[src/logic/uhc_pkg.sv]
// Purpose: constants, register map and carrier types of the usb host list control block
// Assumes: 10 MHz clock, byte addresses on an 8-bit register address
// Notes:   registers take one aligned 32-bit word each
package uhc_pkg;

    // ---------------------------------------------------------------
    // clock and timing
    // ---------------------------------------------------------------
    localparam int unsigned CLK_PERIOD_NS    = 100;
    localparam int unsigned SOF_DELAY_NS     = 1000000;                     // 1 ms
    localparam int unsigned SOF_DELAY_CYC    = SOF_DELAY_NS / CLK_PERIOD_NS;
    localparam int unsigned SRST_MAX_NS      = 10000000;                    // 10 ms ceiling
    localparam logic [4:0]  SRST_CYC         = 5'h10;                       // well inside ceiling

    // ---------------------------------------------------------------
    // register offsets
    // ---------------------------------------------------------------
    localparam logic [7:0] OFS_OPER_CTRL   = 8'h04;
    localparam logic [7:0] OFS_CMD_STATUS  = 8'h08;
    localparam logic [7:0] OFS_INT_STATUS  = 8'h0c;
    localparam logic [7:0] OFS_MASK_SET    = 8'h10;
    localparam logic [7:0] OFS_MASK_CLR    = 8'h14;

    // ---------------------------------------------------------------
    // operating_control fields
    // ---------------------------------------------------------------
    localparam int unsigned CTL_RATIO_LO   = 0;
    localparam int unsigned CTL_PERIODIC   = 2;
    localparam int unsigned CTL_ISO        = 3;
    localparam int unsigned CTL_CTRL_LIST  = 4;
    localparam int unsigned CTL_BULK_LIST  = 5;
    localparam int unsigned CTL_STATE_LO   = 6;
    localparam int unsigned CTL_ROUTE      = 8;
    localparam int unsigned CTL_WAKE_SUP   = 9;
    localparam int unsigned CTL_WAKE_EN    = 10;
    localparam logic [10:0] CTL_RESET_VAL  = 11'h000;

    // ---------------------------------------------------------------
    // command_status fields
    // ---------------------------------------------------------------
    localparam int unsigned CMD_SRST       = 0;
    localparam int unsigned CMD_CTRL_FILL  = 1;
    localparam int unsigned CMD_BULK_FILL  = 2;
    localparam int unsigned CMD_OWNER_REQ  = 3;
    localparam int unsigned CMD_OVR_LO     = 16;

    // ---------------------------------------------------------------
    // interrupt_status / mask fields
    // ---------------------------------------------------------------
    localparam int unsigned ST_OVERRUN     = 0;
    localparam int unsigned ST_DONE_WR     = 1;
    localparam int unsigned ST_FRAME_START = 2;
    localparam int unsigned ST_RESUME      = 3;
    localparam int unsigned ST_FATAL       = 4;
    localparam int unsigned ST_FRAME_WRAP  = 5;
    localparam int unsigned ST_HUB_CHANGE  = 6;
    localparam int unsigned ST_OWNER       = 30;
    localparam int unsigned MASK_GLOBAL    = 31;
    localparam logic [31:0] ST_IMPL_BITS   = 32'h4000_006f;
    localparam logic [31:0] MASK_IMPL_BITS = 32'hc000_006f;

    // functional states, order fixes 00b reset .. 11b suspend
    typedef enum logic [1:0] {
        FS_RESET, FS_RESUME, FS_OPERATIONAL, FS_SUSPEND
    } uhc_state_t;

    // events and requests from the schedule engine and root hub
    typedef struct packed {
        logic frame_start;     // pulse: frame number updated, frame token sent
        logic frame_msb;       // level: bit 15 of frame_num
        logic overrun;         // pulse: schedule overran this frame
        logic done_written;    // pulse: done head copied to shared memory
        logic resume_signal;   // level: downstream port signals resume
        logic hub_change;      // pulse: hub or port status changed
        logic ctrl_head;       // pulse: engine at head of control list
        logic bulk_head;       // pulse: engine at head of bulk list
        logic ctrl_td_found;   // pulse: td found on control list
        logic bulk_td_found;   // pulse: td found on bulk list
        logic ctrl_ed_served;  // pulse: non-empty control ed served
        logic bulk_ed_served;  // pulse: bulk ed served
        logic iso_ed_seen;     // pulse: isochronous ed met in periodic list
        logic owner_done;      // pulse: ownership changeover finished
    } uhc_eng_in_t;

    // permissions and state towards the schedule engine
    typedef struct packed {
        logic [1:0] func_state;
        logic       sof_en;
        logic       periodic_run;
        logic       ctrl_run;
        logic       bulk_run;
        logic       ctrl_head_go;
        logic       bulk_head_go;
        logic       serve_ctrl;
        logic       done_write_ok;
        logic       hub_reset;
        logic       bus_blocked;
    } uhc_eng_out_t;

endpackage

[src/logic/uhc_list_ctrl.sv]
// Overview of operation
// RL1: control-to-bulk ratio compared with served count; count survives frame boundaries.
// RL2: periodic enable sampled at frame start; cleared bit stops list next frame.
// RL3: iso ed with iso disabled halts periodic list; enable applies next frame.
// RL4: control and bulk enables sampled at frame start before serving a list.
// RL5: software edits a list only while disabled and fixes its pointer.
// RL6: functional state encoding 00 reset, 01 resume, 10 operational, 11 suspend.
// RL7: entering operational starts frame generation one millisecond later.
// RL8: hardware moves state only from suspend to resume on resume signaling.
// RL9: soft reset gives suspend; hard reset gives reset state and hub reset.
// RL10: routing bit steers interrupts to normal or management line; survives soft reset.
// RL11: wake supported bit cleared by hard reset, kept over soft reset.
// RL12: wake enable with resume event signals wakeup; no effect on interrupts.
// RL13: command register is write-to-set, fully readable.
// RL14: reset command: suspend, reset registers, block bus, self-clear well within 10 ms.
// RL15: filled flag gates list head, cleared on start, set when td found.
// RL16: ownership request sets ownership event, which raises management interrupt.
// RL17: two-bit overrun counter increments on every overrun and wraps.
// RL18: status bits set by hardware, cleared by writing one; fatal bit reads 0.
// RL19: interrupt when status bit, its enable and global enable are all set.
// RL20: frame start event each frame; wrap event on every frame bit 15 toggle.
// RL21: done-written event set after write; further writes held until cleared.
// RL22: resume event on rising resume signaling only, never on software state write.
// RL23: hub change event on hub status change; overrun event on schedule overrun.
//
// Purpose: control, command and interrupt status registers of a usb host controller
// Assumes: engine inputs synchronous to I_MCLK; strobes one cycle, never together
// Notes:   read data is registered and valid in the cycle after the read strobe
//
// Implementation choice: the address-and-strobe port.
`timescale 1ns/100ps
`default_nettype none

module uhc_list_ctrl
    import uhc_pkg::*;
#(
    parameter int unsigned SOF_DELAY = uhc_pkg::SOF_DELAY_CYC
)(
    input  wire logic                  I_MCLK,
    input  wire logic                  I_RESETN,
    input  wire logic [7:0]            I_ADDR,
    input  wire logic [31:0]           I_WDATA,
    input  wire logic                  I_WR,
    input  wire logic                  I_RD,
    output logic      [31:0]           O_RDATA,
    input  wire uhc_pkg::uhc_eng_in_t  I_ENG,
    output uhc_pkg::uhc_eng_out_t      O_ENG,
    output logic                       O_IRQ,
    output logic                       O_SMI,
    output logic                       O_WAKE
);
    import uhc_pkg::*;

    // ---------------------------------------------------------------
    // state
    // ---------------------------------------------------------------
    logic [1:0]   ratio_q;
    logic         periodic_en_q, iso_en_q, ctrl_list_en_q, bulk_list_en_q;
    uhc_state_t   func_state_q, func_state_d;
    logic         irq_route_sel_q, wake_supported_q, wake_en_q;
    logic         soft_reset_cmd_q, ctrl_filled_q, bulk_filled_q, owner_req_q;
    logic [1:0]   overrun_cnt_q;
    logic [31:0]  status_q, status_d, status_set;
    logic [31:0]  mask_q;
    logic [4:0]   srst_cnt_q;
    logic [13:0]  sof_cnt_q;
    logic         sof_en_q;
    logic         periodic_run_q, iso_frame_q, ctrl_run_q, bulk_run_q;
    logic [2:0]   ctrl_cnt_q;
    logic         msb_prev_q, resume_prev_q;
    logic [31:0]  rdata_q;

    // ---------------------------------------------------------------
    // register decode
    // ---------------------------------------------------------------
    wire        bus_blocked  = soft_reset_cmd_q;                           // RL14
    wire        wr_ok        = I_WR && !bus_blocked;
    wire        wr_ctl       = wr_ok && (I_ADDR == OFS_OPER_CTRL);
    wire        wr_cmd       = wr_ok && (I_ADDR == OFS_CMD_STATUS);
    wire        wr_sts       = wr_ok && (I_ADDR == OFS_INT_STATUS);
    wire        wr_mset      = wr_ok && (I_ADDR == OFS_MASK_SET);
    wire        wr_mclr      = wr_ok && (I_ADDR == OFS_MASK_CLR);
    wire        srst_start   = wr_cmd && I_WDATA[CMD_SRST];
    wire        srst_active  = soft_reset_cmd_q;
    wire        srst_done    = srst_active && (srst_cnt_q == 5'h01);
    wire [1:0]  wr_state     = I_WDATA[CTL_STATE_LO +: 2];

    // ---------------------------------------------------------------
    // read data words
    // ---------------------------------------------------------------
    wire [31:0] ctl_word = {21'h000000, wake_en_q, wake_supported_q, irq_route_sel_q,
                            func_state_q, bulk_list_en_q, ctrl_list_en_q,
                            iso_en_q, periodic_en_q, ratio_q};
    wire [31:0] cmd_word = {14'h0000, overrun_cnt_q, 12'h000, owner_req_q,
                            bulk_filled_q, ctrl_filled_q, soft_reset_cmd_q};  // RL13
    wire [31:0] rd_mux   = (I_ADDR == OFS_OPER_CTRL)  ? ctl_word :
                           (I_ADDR == OFS_CMD_STATUS) ? cmd_word :
                           (I_ADDR == OFS_INT_STATUS) ? status_q :
                           (I_ADDR == OFS_MASK_SET)   ? mask_q   :
                           (I_ADDR == OFS_MASK_CLR)   ? mask_q   : 32'h0000_0000;

    // ---------------------------------------------------------------
    // event detection
    // ---------------------------------------------------------------
    wire resume_rise = I_ENG.resume_signal && !resume_prev_q;             // RL22
    wire msb_toggle  = I_ENG.frame_msb != msb_prev_q;                      // RL20
    wire owner_set   = wr_cmd && I_WDATA[CMD_OWNER_REQ];                   // RL16

    // hardware set terms per status bit; the fatal bit never sets
    always_comb
    begin
        status_set                 = 32'h0000_0000;
        status_set[ST_OVERRUN]     = I_ENG.overrun;                        // RL23
        status_set[ST_DONE_WR]     = I_ENG.done_written;                   // RL21
        status_set[ST_FRAME_START] = I_ENG.frame_start;                    // RL20
        status_set[ST_RESUME]      = resume_rise;                          // RL22
        status_set[ST_FRAME_WRAP]  = I_ENG.frame_start && msb_toggle;      // RL20
        status_set[ST_HUB_CHANGE]  = I_ENG.hub_change;                     // RL23
        status_set[ST_OWNER]       = owner_set;                            // RL16
    end

    // write-one clears, set wins over clear in the same cycle
    always_comb
    begin
        status_d = (status_q & ~(wr_sts ? I_WDATA : 32'h0000_0000)) | status_set;  // RL18
        status_d = status_d & ST_IMPL_BITS;                                // RL18
    end

    // ---------------------------------------------------------------
    // functional state
    // ---------------------------------------------------------------
    always_comb
    begin
        func_state_d = func_state_q;
        if (wr_ctl)
        begin
            func_state_d = uhc_state_t'(wr_state);                         // RL6
        end
        else if (func_state_q == FS_SUSPEND && resume_rise)
        begin
            func_state_d = FS_RESUME;                                      // RL8
        end
    end

    // ---------------------------------------------------------------
    // operating control register
    // ---------------------------------------------------------------
    // routing and wake-supported survive the soft reset
    always_ff @(posedge I_MCLK)
    begin
        if (!I_RESETN)
        begin
            irq_route_sel_q  <= CTL_RESET_VAL[CTL_ROUTE];                  // RL10
            wake_supported_q <= CTL_RESET_VAL[CTL_WAKE_SUP];               // RL11
        end
        else if (wr_ctl)
        begin
            irq_route_sel_q  <= I_WDATA[CTL_ROUTE];                        // RL10
            wake_supported_q <= I_WDATA[CTL_WAKE_SUP];                     // RL11
        end
    end

    // fields that a soft reset clears, and the state that it forces to suspend
    always_ff @(posedge I_MCLK)
    begin
        if (!I_RESETN)
        begin
            ratio_q        <= CTL_RESET_VAL[CTL_RATIO_LO +: 2];
            periodic_en_q  <= 1'b0;
            iso_en_q       <= 1'b0;
            ctrl_list_en_q <= 1'b0;
            bulk_list_en_q <= 1'b0;
            wake_en_q      <= 1'b0;
            func_state_q   <= FS_RESET;                                    // RL9
        end
        else if (srst_active || srst_start)
        begin
            ratio_q        <= 2'h0;                                        // RL14
            periodic_en_q  <= 1'b0;
            iso_en_q       <= 1'b0;
            ctrl_list_en_q <= 1'b0;
            bulk_list_en_q <= 1'b0;
            wake_en_q      <= 1'b0;
            func_state_q   <= FS_SUSPEND;                                  // RL9
        end
        else
        begin
            if (wr_ctl)
            begin
                ratio_q        <= I_WDATA[CTL_RATIO_LO +: 2];
                periodic_en_q  <= I_WDATA[CTL_PERIODIC];
                iso_en_q       <= I_WDATA[CTL_ISO];
                ctrl_list_en_q <= I_WDATA[CTL_CTRL_LIST];
                bulk_list_en_q <= I_WDATA[CTL_BULK_LIST];
                wake_en_q      <= I_WDATA[CTL_WAKE_EN];
            end
            func_state_q <= func_state_d;
        end
    end

    // ---------------------------------------------------------------
    // command register
    // ---------------------------------------------------------------
    // software only sets; hardware clears on completion or list start
    always_ff @(posedge I_MCLK)
    begin
        if (!I_RESETN)
        begin
            soft_reset_cmd_q <= 1'b0;
            srst_cnt_q       <= 5'h00;
            ctrl_filled_q    <= 1'b0;
            bulk_filled_q    <= 1'b0;
            owner_req_q      <= 1'b0;
            overrun_cnt_q    <= 2'h0;
        end
        else if (srst_active)
        begin
            soft_reset_cmd_q <= !srst_done;                                // RL14
            srst_cnt_q       <= srst_cnt_q - 5'h01;
            ctrl_filled_q    <= 1'b0;
            bulk_filled_q    <= 1'b0;
            owner_req_q      <= 1'b0;
            overrun_cnt_q    <= 2'h0;
        end
        else
        begin
            if (srst_start)
            begin
                soft_reset_cmd_q <= 1'b1;                                  // RL14
                srst_cnt_q       <= SRST_CYC;
            end
            // set wins: td found or a software write beats the head clear
            ctrl_filled_q <= (ctrl_filled_q && !(I_ENG.ctrl_head && O_ENG.ctrl_head_go))
                             || I_ENG.ctrl_td_found
                             || (wr_cmd && I_WDATA[CMD_CTRL_FILL]);       // RL15
            bulk_filled_q <= (bulk_filled_q && !(I_ENG.bulk_head && O_ENG.bulk_head_go))
                             || I_ENG.bulk_td_found
                             || (wr_cmd && I_WDATA[CMD_BULK_FILL]);       // RL15
            owner_req_q   <= (owner_req_q && !I_ENG.owner_done) || owner_set;  // RL16
            if (I_ENG.overrun)
            begin
                overrun_cnt_q <= overrun_cnt_q + 2'h1;                     // RL17
            end
        end
    end

    // ---------------------------------------------------------------
    // interrupt status and mask
    // ---------------------------------------------------------------
    always_ff @(posedge I_MCLK)
    begin
        if (!I_RESETN || srst_active)
        begin
            status_q <= 32'h0000_0000;
            mask_q   <= 32'h0000_0000;
        end
        else
        begin
            status_q <= status_d;
            mask_q   <= (mask_q | (wr_mset ? I_WDATA : 32'h0000_0000))
                        & ~(wr_mclr ? I_WDATA : 32'h0000_0000) & MASK_IMPL_BITS;
        end
    end

    // ---------------------------------------------------------------
    // frame timing and list permissions
    // ---------------------------------------------------------------
    wire entering_op = (func_state_d == FS_OPERATIONAL) && (func_state_q != FS_OPERATIONAL);

    // frame generation starts a fixed delay after becoming operational
    always_ff @(posedge I_MCLK)
    begin
        if (!I_RESETN || srst_active || func_state_q != FS_OPERATIONAL)
        begin
            sof_cnt_q <= entering_op ? 14'(SOF_DELAY - 1) : 14'h0000;      // RL7
            sof_en_q  <= 1'b0;
        end
        else if (sof_cnt_q != 14'h0000)
        begin
            sof_cnt_q <= sof_cnt_q - 14'h0001;                             // RL7
        end
        else
        begin
            sof_en_q <= 1'b1;                                              // RL7
        end
    end

    // enables are taken at each frame start; iso halt lasts to frame end
    always_ff @(posedge I_MCLK)
    begin
        if (!I_RESETN || srst_active)
        begin
            periodic_run_q <= 1'b0;
            iso_frame_q    <= 1'b0;
            ctrl_run_q     <= 1'b0;
            bulk_run_q     <= 1'b0;
        end
        else if (I_ENG.frame_start)
        begin
            periodic_run_q <= periodic_en_q;                               // RL2
            iso_frame_q    <= iso_en_q;                                    // RL3
            ctrl_run_q     <= ctrl_list_en_q;                              // RL4
            bulk_run_q     <= bulk_list_en_q;                              // RL4
        end
        else if (I_ENG.iso_ed_seen && !iso_frame_q)
        begin
            periodic_run_q <= 1'b0;                                        // RL3
        end
    end

    // served control count kept across frames, cleared when bulk gets a turn
    always_ff @(posedge I_MCLK)
    begin
        if (!I_RESETN || srst_active)
        begin
            ctrl_cnt_q <= 3'h0;
        end
        else if (I_ENG.bulk_ed_served)
        begin
            ctrl_cnt_q <= 3'h0;                                            // RL1
        end
        else if (I_ENG.ctrl_ed_served && ctrl_cnt_q != 3'h4)
        begin
            ctrl_cnt_q <= ctrl_cnt_q + 3'h1;                               // RL1
        end
    end

    // ---------------------------------------------------------------
    // edge history and read data
    // ---------------------------------------------------------------
    always_ff @(posedge I_MCLK)
    begin
        if (!I_RESETN)
        begin
            msb_prev_q    <= 1'b0;
            resume_prev_q <= 1'b0;
            rdata_q       <= 32'h0000_0000;
        end
        else
        begin
            if (I_ENG.frame_start)
            begin
                msb_prev_q <= I_ENG.frame_msb;
            end
            resume_prev_q <= I_ENG.resume_signal;
            rdata_q       <= I_RD ? rd_mux : 32'h0000_0000;
        end
    end

    // ---------------------------------------------------------------
    // outputs
    // ---------------------------------------------------------------
    wire [31:0] pending  = status_q & mask_q;
    wire        irq_any  = mask_q[MASK_GLOBAL] && (|pending[30:0]);        // RL19

    assign O_RDATA              = rdata_q;
    assign O_IRQ                = irq_any && !irq_route_sel_q;             // RL10
    assign O_SMI                = (irq_any && irq_route_sel_q) || pending[ST_OWNER];  // RL16
    assign O_WAKE               = wake_en_q && status_q[ST_RESUME];        // RL12
    assign O_ENG.func_state     = func_state_q;
    assign O_ENG.sof_en         = sof_en_q;
    assign O_ENG.periodic_run   = periodic_run_q;                          // RL2
    assign O_ENG.ctrl_run       = ctrl_run_q;
    assign O_ENG.bulk_run       = bulk_run_q;
    assign O_ENG.ctrl_head_go   = ctrl_run_q && ctrl_filled_q;             // RL15
    assign O_ENG.bulk_head_go   = bulk_run_q && bulk_filled_q;             // RL15
    assign O_ENG.serve_ctrl     = ctrl_cnt_q <= {1'b0, ratio_q};           // RL1
    assign O_ENG.done_write_ok  = !status_q[ST_DONE_WR];                   // RL21
    assign O_ENG.hub_reset      = func_state_q == FS_RESET;                // RL9
    assign O_ENG.bus_blocked    = bus_blocked;

endmodule

`default_nettype wire

[config.mk]
export PLATFORM = sky130hd
export DESIGN_NAME = uhc_list_ctrl
export DESIGN_NICKNAME = d
export VERILOG_FILES = /design/src/logic/uhc_pkg.sv /design/src/logic/uhc_list_ctrl.sv
export SDC_FILE = /design/constraint.sdc
export NUM_CORES = 1
export LEC_CHECK = 0
export BUFFER_PORTS_ARGS = -buffer_cell sky130_fd_sc_hd__buf_2
export CAP_MARGIN = 10
export CORE_MARGIN = 4
export CORE_UTILIZATION = 40
export CTS_CLUSTER_DIAMETER = 50
export DETAILED_ROUTE_END_ITERATION = 10
export PLACE_DENSITY_LB_ADDON = 0.08
export SYNTH_ARGS = -nofsm -noshare
export SYNTH_HDL_FRONTEND = slang
export SYNTH_SLANG_ARGS = --single-unit
[constraint.sdc]
create_clock -name I_MCLK -period 2.82 [get_ports I_MCLK]
set_input_delay 0.141 -clock I_MCLK [delete_from_list [all_inputs] [get_ports I_MCLK]]
set_output_delay 0.141 -clock I_MCLK [all_outputs]
set_load 0.05 [all_outputs]
# --- Word-level counts from Yosys, hierarchy flattened ---
# Cells that the tools add are included.
# Widths: inputs -> output; s select.
totals:
  latchBits: 0
  output_inout_bits: 47
  rom_bits: 0
  elab_cells: 134
  mem_count: 0
  inputBits: 58
  ram_bits: 0
  ff_bits: 117
classes:
  n_lt_le_gt_ge: 1
  div: 0
  addsub: 4
  mux: 20
  n_bitwise: 9
  eq_ne: 11
  multipliers: 0
  reduce_logical: 59
  shifts: 0
ops:
  columns: ["cell", "count"]
  rows:
  - ["$mux 32", 5]
  - ["$and 31x31->31", 2]
  - ["$mux 14", 3]
  - ["$and 32x32->32", 1]
  - ["$not 32->32", 1]
  - ["$or 32x32->32", 1]
  - ["$mux 31", 1]
  - ["$not 31->31", 1]
  - ["$or 31x31->31", 1]
  - ["$reduce_or 31->1", 1]
  - ["$logic_and 1x1->1", 28]
  - ["$mux 18", 1]
  - ["$eq 8x4->1 const B", 2]
  - ["$eq 8x5->1 const B", 2]
  - ["$reduce_bool 14->1", 1]
  - ["$sub 14x1->14 const B", 1]
  - ["$mux 11", 1]
  - ["$logic_not 1->1", 10]
  - ["$mux 5", 2]
  - ["$logic_or 1x1->1", 9]
  - ["$eq 8x3->1 const B", 1]
  - ["$mux 2", 3]
  - ["$reduce_bool 2->1", 3]
  - ["$reduce_or 2->1", 3]
  - ["other kinds (15)", 20]

# --- Logic depth before layout (Yosys ltp) ---
logic_depth:
  depth_word: 9
  depth_mapped: 6
  mapped_depth_nobuf: 6

# --- Least setup slack after synthesis ---
# OpenSTA, ideal clock, no wires.
synth_path:
  path_type: "register -> register"
  from: "reg func_state_q[1]"
  to: "reg sof_cnt_q[0] (enable)"
  synth_period_minus_slack_ns: 1.983
  required_time_ns: 2.381
  path_buffers: 0
  setup_slack_ns: 0.837
  stages_incl_launch_ff: 4
  t_arrival_ns: 1.543
  setup_ns: 0.439
  path_cell_list: "dfxtp_1 > nand2b_1 > nand2b_1 > nand4bb_1"
synth_via:
  elab_chain_cells: 3
synth_rtl:
  columns: ["element", "line_no", "rtl"]
  rows:
  - ["start: declaration", "uhc_list_ctrl.sv:59", "uhc_state_t func_state_q, func_state_d;"]
  - ["start signal: assignment", "uhc_list_ctrl.sv:197", "func_state_q <= func_state_d;"]
  - ["$ne 2x2->1", "uhc_list_ctrl.sv:273", "if (!I_RESETN || srst_active || func_state_q != FS_OPERATIONAL)"]
  - ["$logic_or 1x1->1", "uhc_list_ctrl.sv:273", null]
  - ["$reduce_bool 2->1 (no source line)", null, null]
  - ["end signal: assignment", "uhc_list_ctrl.sv:275", "sof_cnt_q <= entering_op ? 14'(SOF_DELAY - 1) : 14'h0000;"]
  - ["end signal: assignment", "uhc_list_ctrl.sv:280", "sof_cnt_q <= sof_cnt_q - 14'h0001;"]
  - ["end: declaration", "uhc_list_ctrl.sv:66", "logic [13:0] sof_cnt_q;"]
# No other way between the ends.
# A chain may end at the register's enable or synchronous reset.

# --- Final worst setup path ---
layout_path:
  from: "reg soft_reset_cmd_q, in the netlist bus_blocked"
  to: "reg sof_cnt_q[9] (enable)"
layout_via:
  elab_chain_cells: 3
layout_rtl:
  columns: ["element", "line_no", "rtl"]
  rows:
  - ["start: declaration", "uhc_list_ctrl.sv:61", "logic soft_reset_cmd_q, ctrl_filled_q, bulk_filled_q, owner_req_q;"]
  - ["start signal: assignment", "uhc_list_ctrl.sv:218", "soft_reset_cmd_q <= !srst_done;"]
  - ["$logic_or 1x1->1 (2 in a row)", "uhc_list_ctrl.sv:273", null]
  - ["$reduce_bool 2->1 (no source line)", null, null]
# No other way between the ends.

==> run summary <==
- sof_cnt_q[9]$_DFFE_PP_ — Worst R2R End
- 3630 um2 — cell area after synthesis
- finished clean — result of the run
- 0.35 ns — worst-skew pair later-pin latency
- bus_blocked$_SDFF_PN0_ — origin of the critical flop-to-flop path
- 164 — drt initial violations
- 0 — final slew viol count
- 0 — antenna fix cells
- 14 — number of synthesized flops with an enable pin
- 0.00211 W — Power Total
- 0.0139 ns — final worst clock skew
- 48.3% — worst slew margin relative to its limit
- 9220 um — total wire length
- 2.19 ns — arrival time of data at the critical path endpoint
- 14800 um — first-pass GRT wire length
- 0 — antenna violations before repair
- 15.4% — growth of design area from synthesis to finish
- 15.9 um — Routed wire per std cell
- 2952 — vias in the first global route
- 48 — unique cell type count in the Yosys netlist
- 3 — number of H-tree levels
- 103 um — DIE HEIGHT
- register — nature of the critical path startpoint
- 10700 um2 — die area
- 0 — Synthesis Warnings
- 0.73 ns — worst reg-to-reg setup slack
- 2.92 ns — data required time of the worst path
- 505 nW/um2 — power density cells
- 2.09 ns — shortest clock period the worst path allows after layout
- 76 — flip-flop and latch count after synthesis
- 3063 — via count
- 17.9% — total routing resource utilization after global routing
- 103 um — width of the die
- 41.4% — starting utilization of the core area
- 19.5% — fraction of final layout cells sized beyond drive strength 1
- 15.4% — synthesized-area fraction occupied by ao, oa, aoi and oai cells
- 16 — critical-path maximum fanout
- 76 — clock sink total
- 4 — detailed-router iteration count before antenna repair
- 0 — final number of hold-violating endpoints
- 0 — number of instances resized during post-cts repair
- 892 — Fill cells
- 3.86% — xor and xnor fraction of the mapped netlist area
- 0 — final-report setup violation count
- 6 — Worst R2R Path Depth
- resume_prev_q$_SDFF_PN0_ — worst-case hold path end point
- bus_blocked$_SDFF_PN0_ — timing startpoint of the critical path
- primary input to register — class of the most critical hold timing path
- 34 — number of placement rows
- 3960 um2 — Post-Place Cell Area
- simple AND/OR/NAND/NOR gates — combinational family with the most area after synthesis
- 581 — post-route non-filler standard cell count
- yes — clock tree from TritonCTS
- 535 — number of nets in the layout
- 8760 um2 — placeable core region
- 21 — pin count of the biggest net entering global routing
- 8.98 um2 — post-synthesis average cell area
- 9 — TritonCTS Buffers
- 74.0% — post-route clock period utilization
- 0 — max-cap violation count
- 0 — number of nets with antenna violations after detailed routing
- register — crit end category
- 1.38% — mux contribution to synthesized area
- 0% — fraction of registers with async set/reset
- 0.774 ns — slew at the pin closest to its max-slew limit
- 0.479 GHz — maximum achievable frequency
- 0.799 — routability cong.
- 2 — Longest Clk Path Bufs
- 2.76% — area share of fa/ha/maj cells after synthesis
- 6660 um — Post-DP HPWL
- 0 ns — total negative slack for setup checks
- false — setup repair after global routing missed its margin
- sky130_fd_sc_hd__dfxtp_1 — ys flop type
- 0.000224 V — maximum VDD drop
- 68 — count of port buffers added during placement
- 0 — total grt overflow
- 105 — total I/O pin count
- 45.8% — fraction of the yosys area taken by sequential cells
- I_ENG[9] — Worst Hold Launch
- 404 — cell count after synthesis
- 0.07 ns — clock transition at the registers of the reported paths
- 1.86 nW — leakage power
- 4190 um2 — post-route cell area
- 22.0% — simple-gate share of the synthesized area
- 2 — Hold Path Stages
- 5.27 — post-detailed-route via-to-cell ratio
- 562 — Placed Cells
- sky130_fd_sc_hd__clkbuf_8 — CTS Root Cell
- 0 — number of buffers inserted by post-CTS setup repair
- register to register — Setup Crit Path Kind
- 0 — number of remaining DRC errors
## how the worst max path moves through the flow
| stage | endpoint | slack [ns] | cells past startpoint |
|---|---|---|---|
| after floorplan | sof_cnt_q[0]$_DFFE_PP_ | 0.84 | 3 |
| final | sof_cnt_q[9]$_DFFE_PP_ | 0.73 | 6 |
| after global routing | sof_cnt_q[9]$_DFFE_PP_ | 0.52 | 6 |
| after detailed placement | sof_cnt_q[11]$_SDFFCE_PP0P_ | 0.72 | 6 |
| after CTS | sof_cnt_q[9]$_DFFE_PP_ | 0.70 | 6 |
| after global placement | sof_cnt_q[11]$_SDFFCE_PP0P_ | 0.73 | 6 |
## area by class of cell
class / instances / area, um2 / share of cell area (%)
clock buffer: 11 / 163 / 3.88
clock inverter: 4 / 22.5 / 0.538
inverter: 19 / 71.3 / 1.70
multi-input combinational: 285 / 1710 / 40.8
sequential: 76 / 1660 / 39.7
tap: 108 / 135 / 3.23
timing repair buffer: 78 / 425 / 10.2
## per-stage QoR
stage | hold WS (ns) | setup slack, ns | util [%]
2_1_floorplan | 0.218 | 0.837 | -
5_1_grt | 0.0185 | 0.521 | 47.8
6_report | 0.0163 | 0.733 | 47.8
3_5_place_dp | 0.350 | 0.720 | 45.2
4_1_cts | 0.0101 | 0.703 | 47.8
3_3_place_gp | 0.350 | 0.731 | 45.2
## report_power, final
group	total [W]	internal (W)	leakage [nW]	switching (W)
combinational	0.000196	0.0000582	1.09	0.000138
sequential	0.00113	0.00112	0.675	0.0000130
clock	0.000789	0.000388	0.0961	0.000401
total	0.00211	0.00156	1.86	0.000552
## worst max-delay path: stages (launching register included)
cell                        delay [ns]
sky130_fd_sc_hd__dfxtp_1          0.44
sky130_fd_sc_hd__nor2b_1          0.15
sky130_fd_sc_hd__buf_4            0.22
sky130_fd_sc_hd__nand2b_1         0.07
sky130_fd_sc_hd__buf_4            0.18
sky130_fd_sc_hd__nand4bb_1        0.44
sky130_fd_sc_hd__buf_4            0.33
## layer usage
layer | GRT usage (%) | vias to the layer above | part of all wire [%]
met4 | 5.18 | 0 | 1.1
met5 | 0 | - | 0
met2 | 26.9 | 93 | 44
met1 | 25.6 | 1447 | 47
li1 | - | 1516 | -
met3 | 4.43 | 7 | 7.8
## sequential cells by signal, indices dropped and copies added, names as in the netlist, 2 cells and up
| signal | cells |
|---|---|
| O_RDATA | 15 |
| ctrl_cnt_q | 3 |
| func_state_q | 2 |
| mask_q | 8 |
| overrun_cnt_q | 2 |
| ratio_q | 2 |
| sof_cnt_q | 14 |
| srst_cnt_q | 5 |
| status_q | 7 |
## cells by family after synthesis
group	Yosys count
flip-flops	76
XOR/XNOR	16
AO/OA/AOI/OAI	90
adder cells (fa/ha/maj)	8
buffers and inverters	59
multiplexers	5
AND/OR/NAND/NOR	149
other	1
## Yosys cell counts, types with 10 or more instances
library cell | number | area share [%]
sky130_fd_sc_hd__nand2_1 | 51 | 5.3
sky130_fd_sc_hd__and3_1 | 11 | 1.9
sky130_fd_sc_hd__a21oi_1 | 26 | 3.6
sky130_fd_sc_hd__nand4_1 | 11 | 1.9
sky130_fd_sc_hd__dfxtp_1 | 62 | 34
sky130_fd_sc_hd__xor2_1 | 10 | 2.4
sky130_fd_sc_hd__clkbuf_1 | 10 | 1.0
sky130_fd_sc_hd__o21ai_0 | 26 | 3.6
sky130_fd_sc_hd__nor2_1 | 25 | 2.6
sky130_fd_sc_hd__edfxtp_1 | 14 | 12
sky130_fd_sc_hd__buf_4 | 23 | 4.8
sky130_fd_sc_hd__inv_1 | 19 | 2.0
## cells in the final DEF, fill, tap and decap left out, types with 10 or more instances in the layout
master / Yosys / final
sky130_fd_sc_hd__conb_1: 1 / 17
sky130_fd_sc_hd__xor2_1: 10 / 10
sky130_fd_sc_hd__dfxtp_1: 62 / 62
sky130_fd_sc_hd__inv_1: 19 / 19
sky130_fd_sc_hd__and3_1: 11 / 11
sky130_fd_sc_hd__nand4_1: 11 / 11
sky130_fd_sc_hd__buf_2: 6 / 68
sky130_fd_sc_hd__clkbuf_8: 0 / 10
sky130_fd_sc_hd__nand2_1: 51 / 51
sky130_fd_sc_hd__edfxtp_1: 14 / 14
sky130_fd_sc_hd__o21ai_0: 26 / 26
sky130_fd_sc_hd__a21oi_1: 26 / 26
sky130_fd_sc_hd__nor2_1: 25 / 25
## repair_timing
| item | 4_1_cts | 5_1_grt |
|---|---|---|
| endpoints found under the setup margin | 0 | 0 |
| hold buffers | 4 | 0 |
| endpoints found under the hold margin | 6 | 0 |
Note: power is estimated with default switching activity, not from simulation.
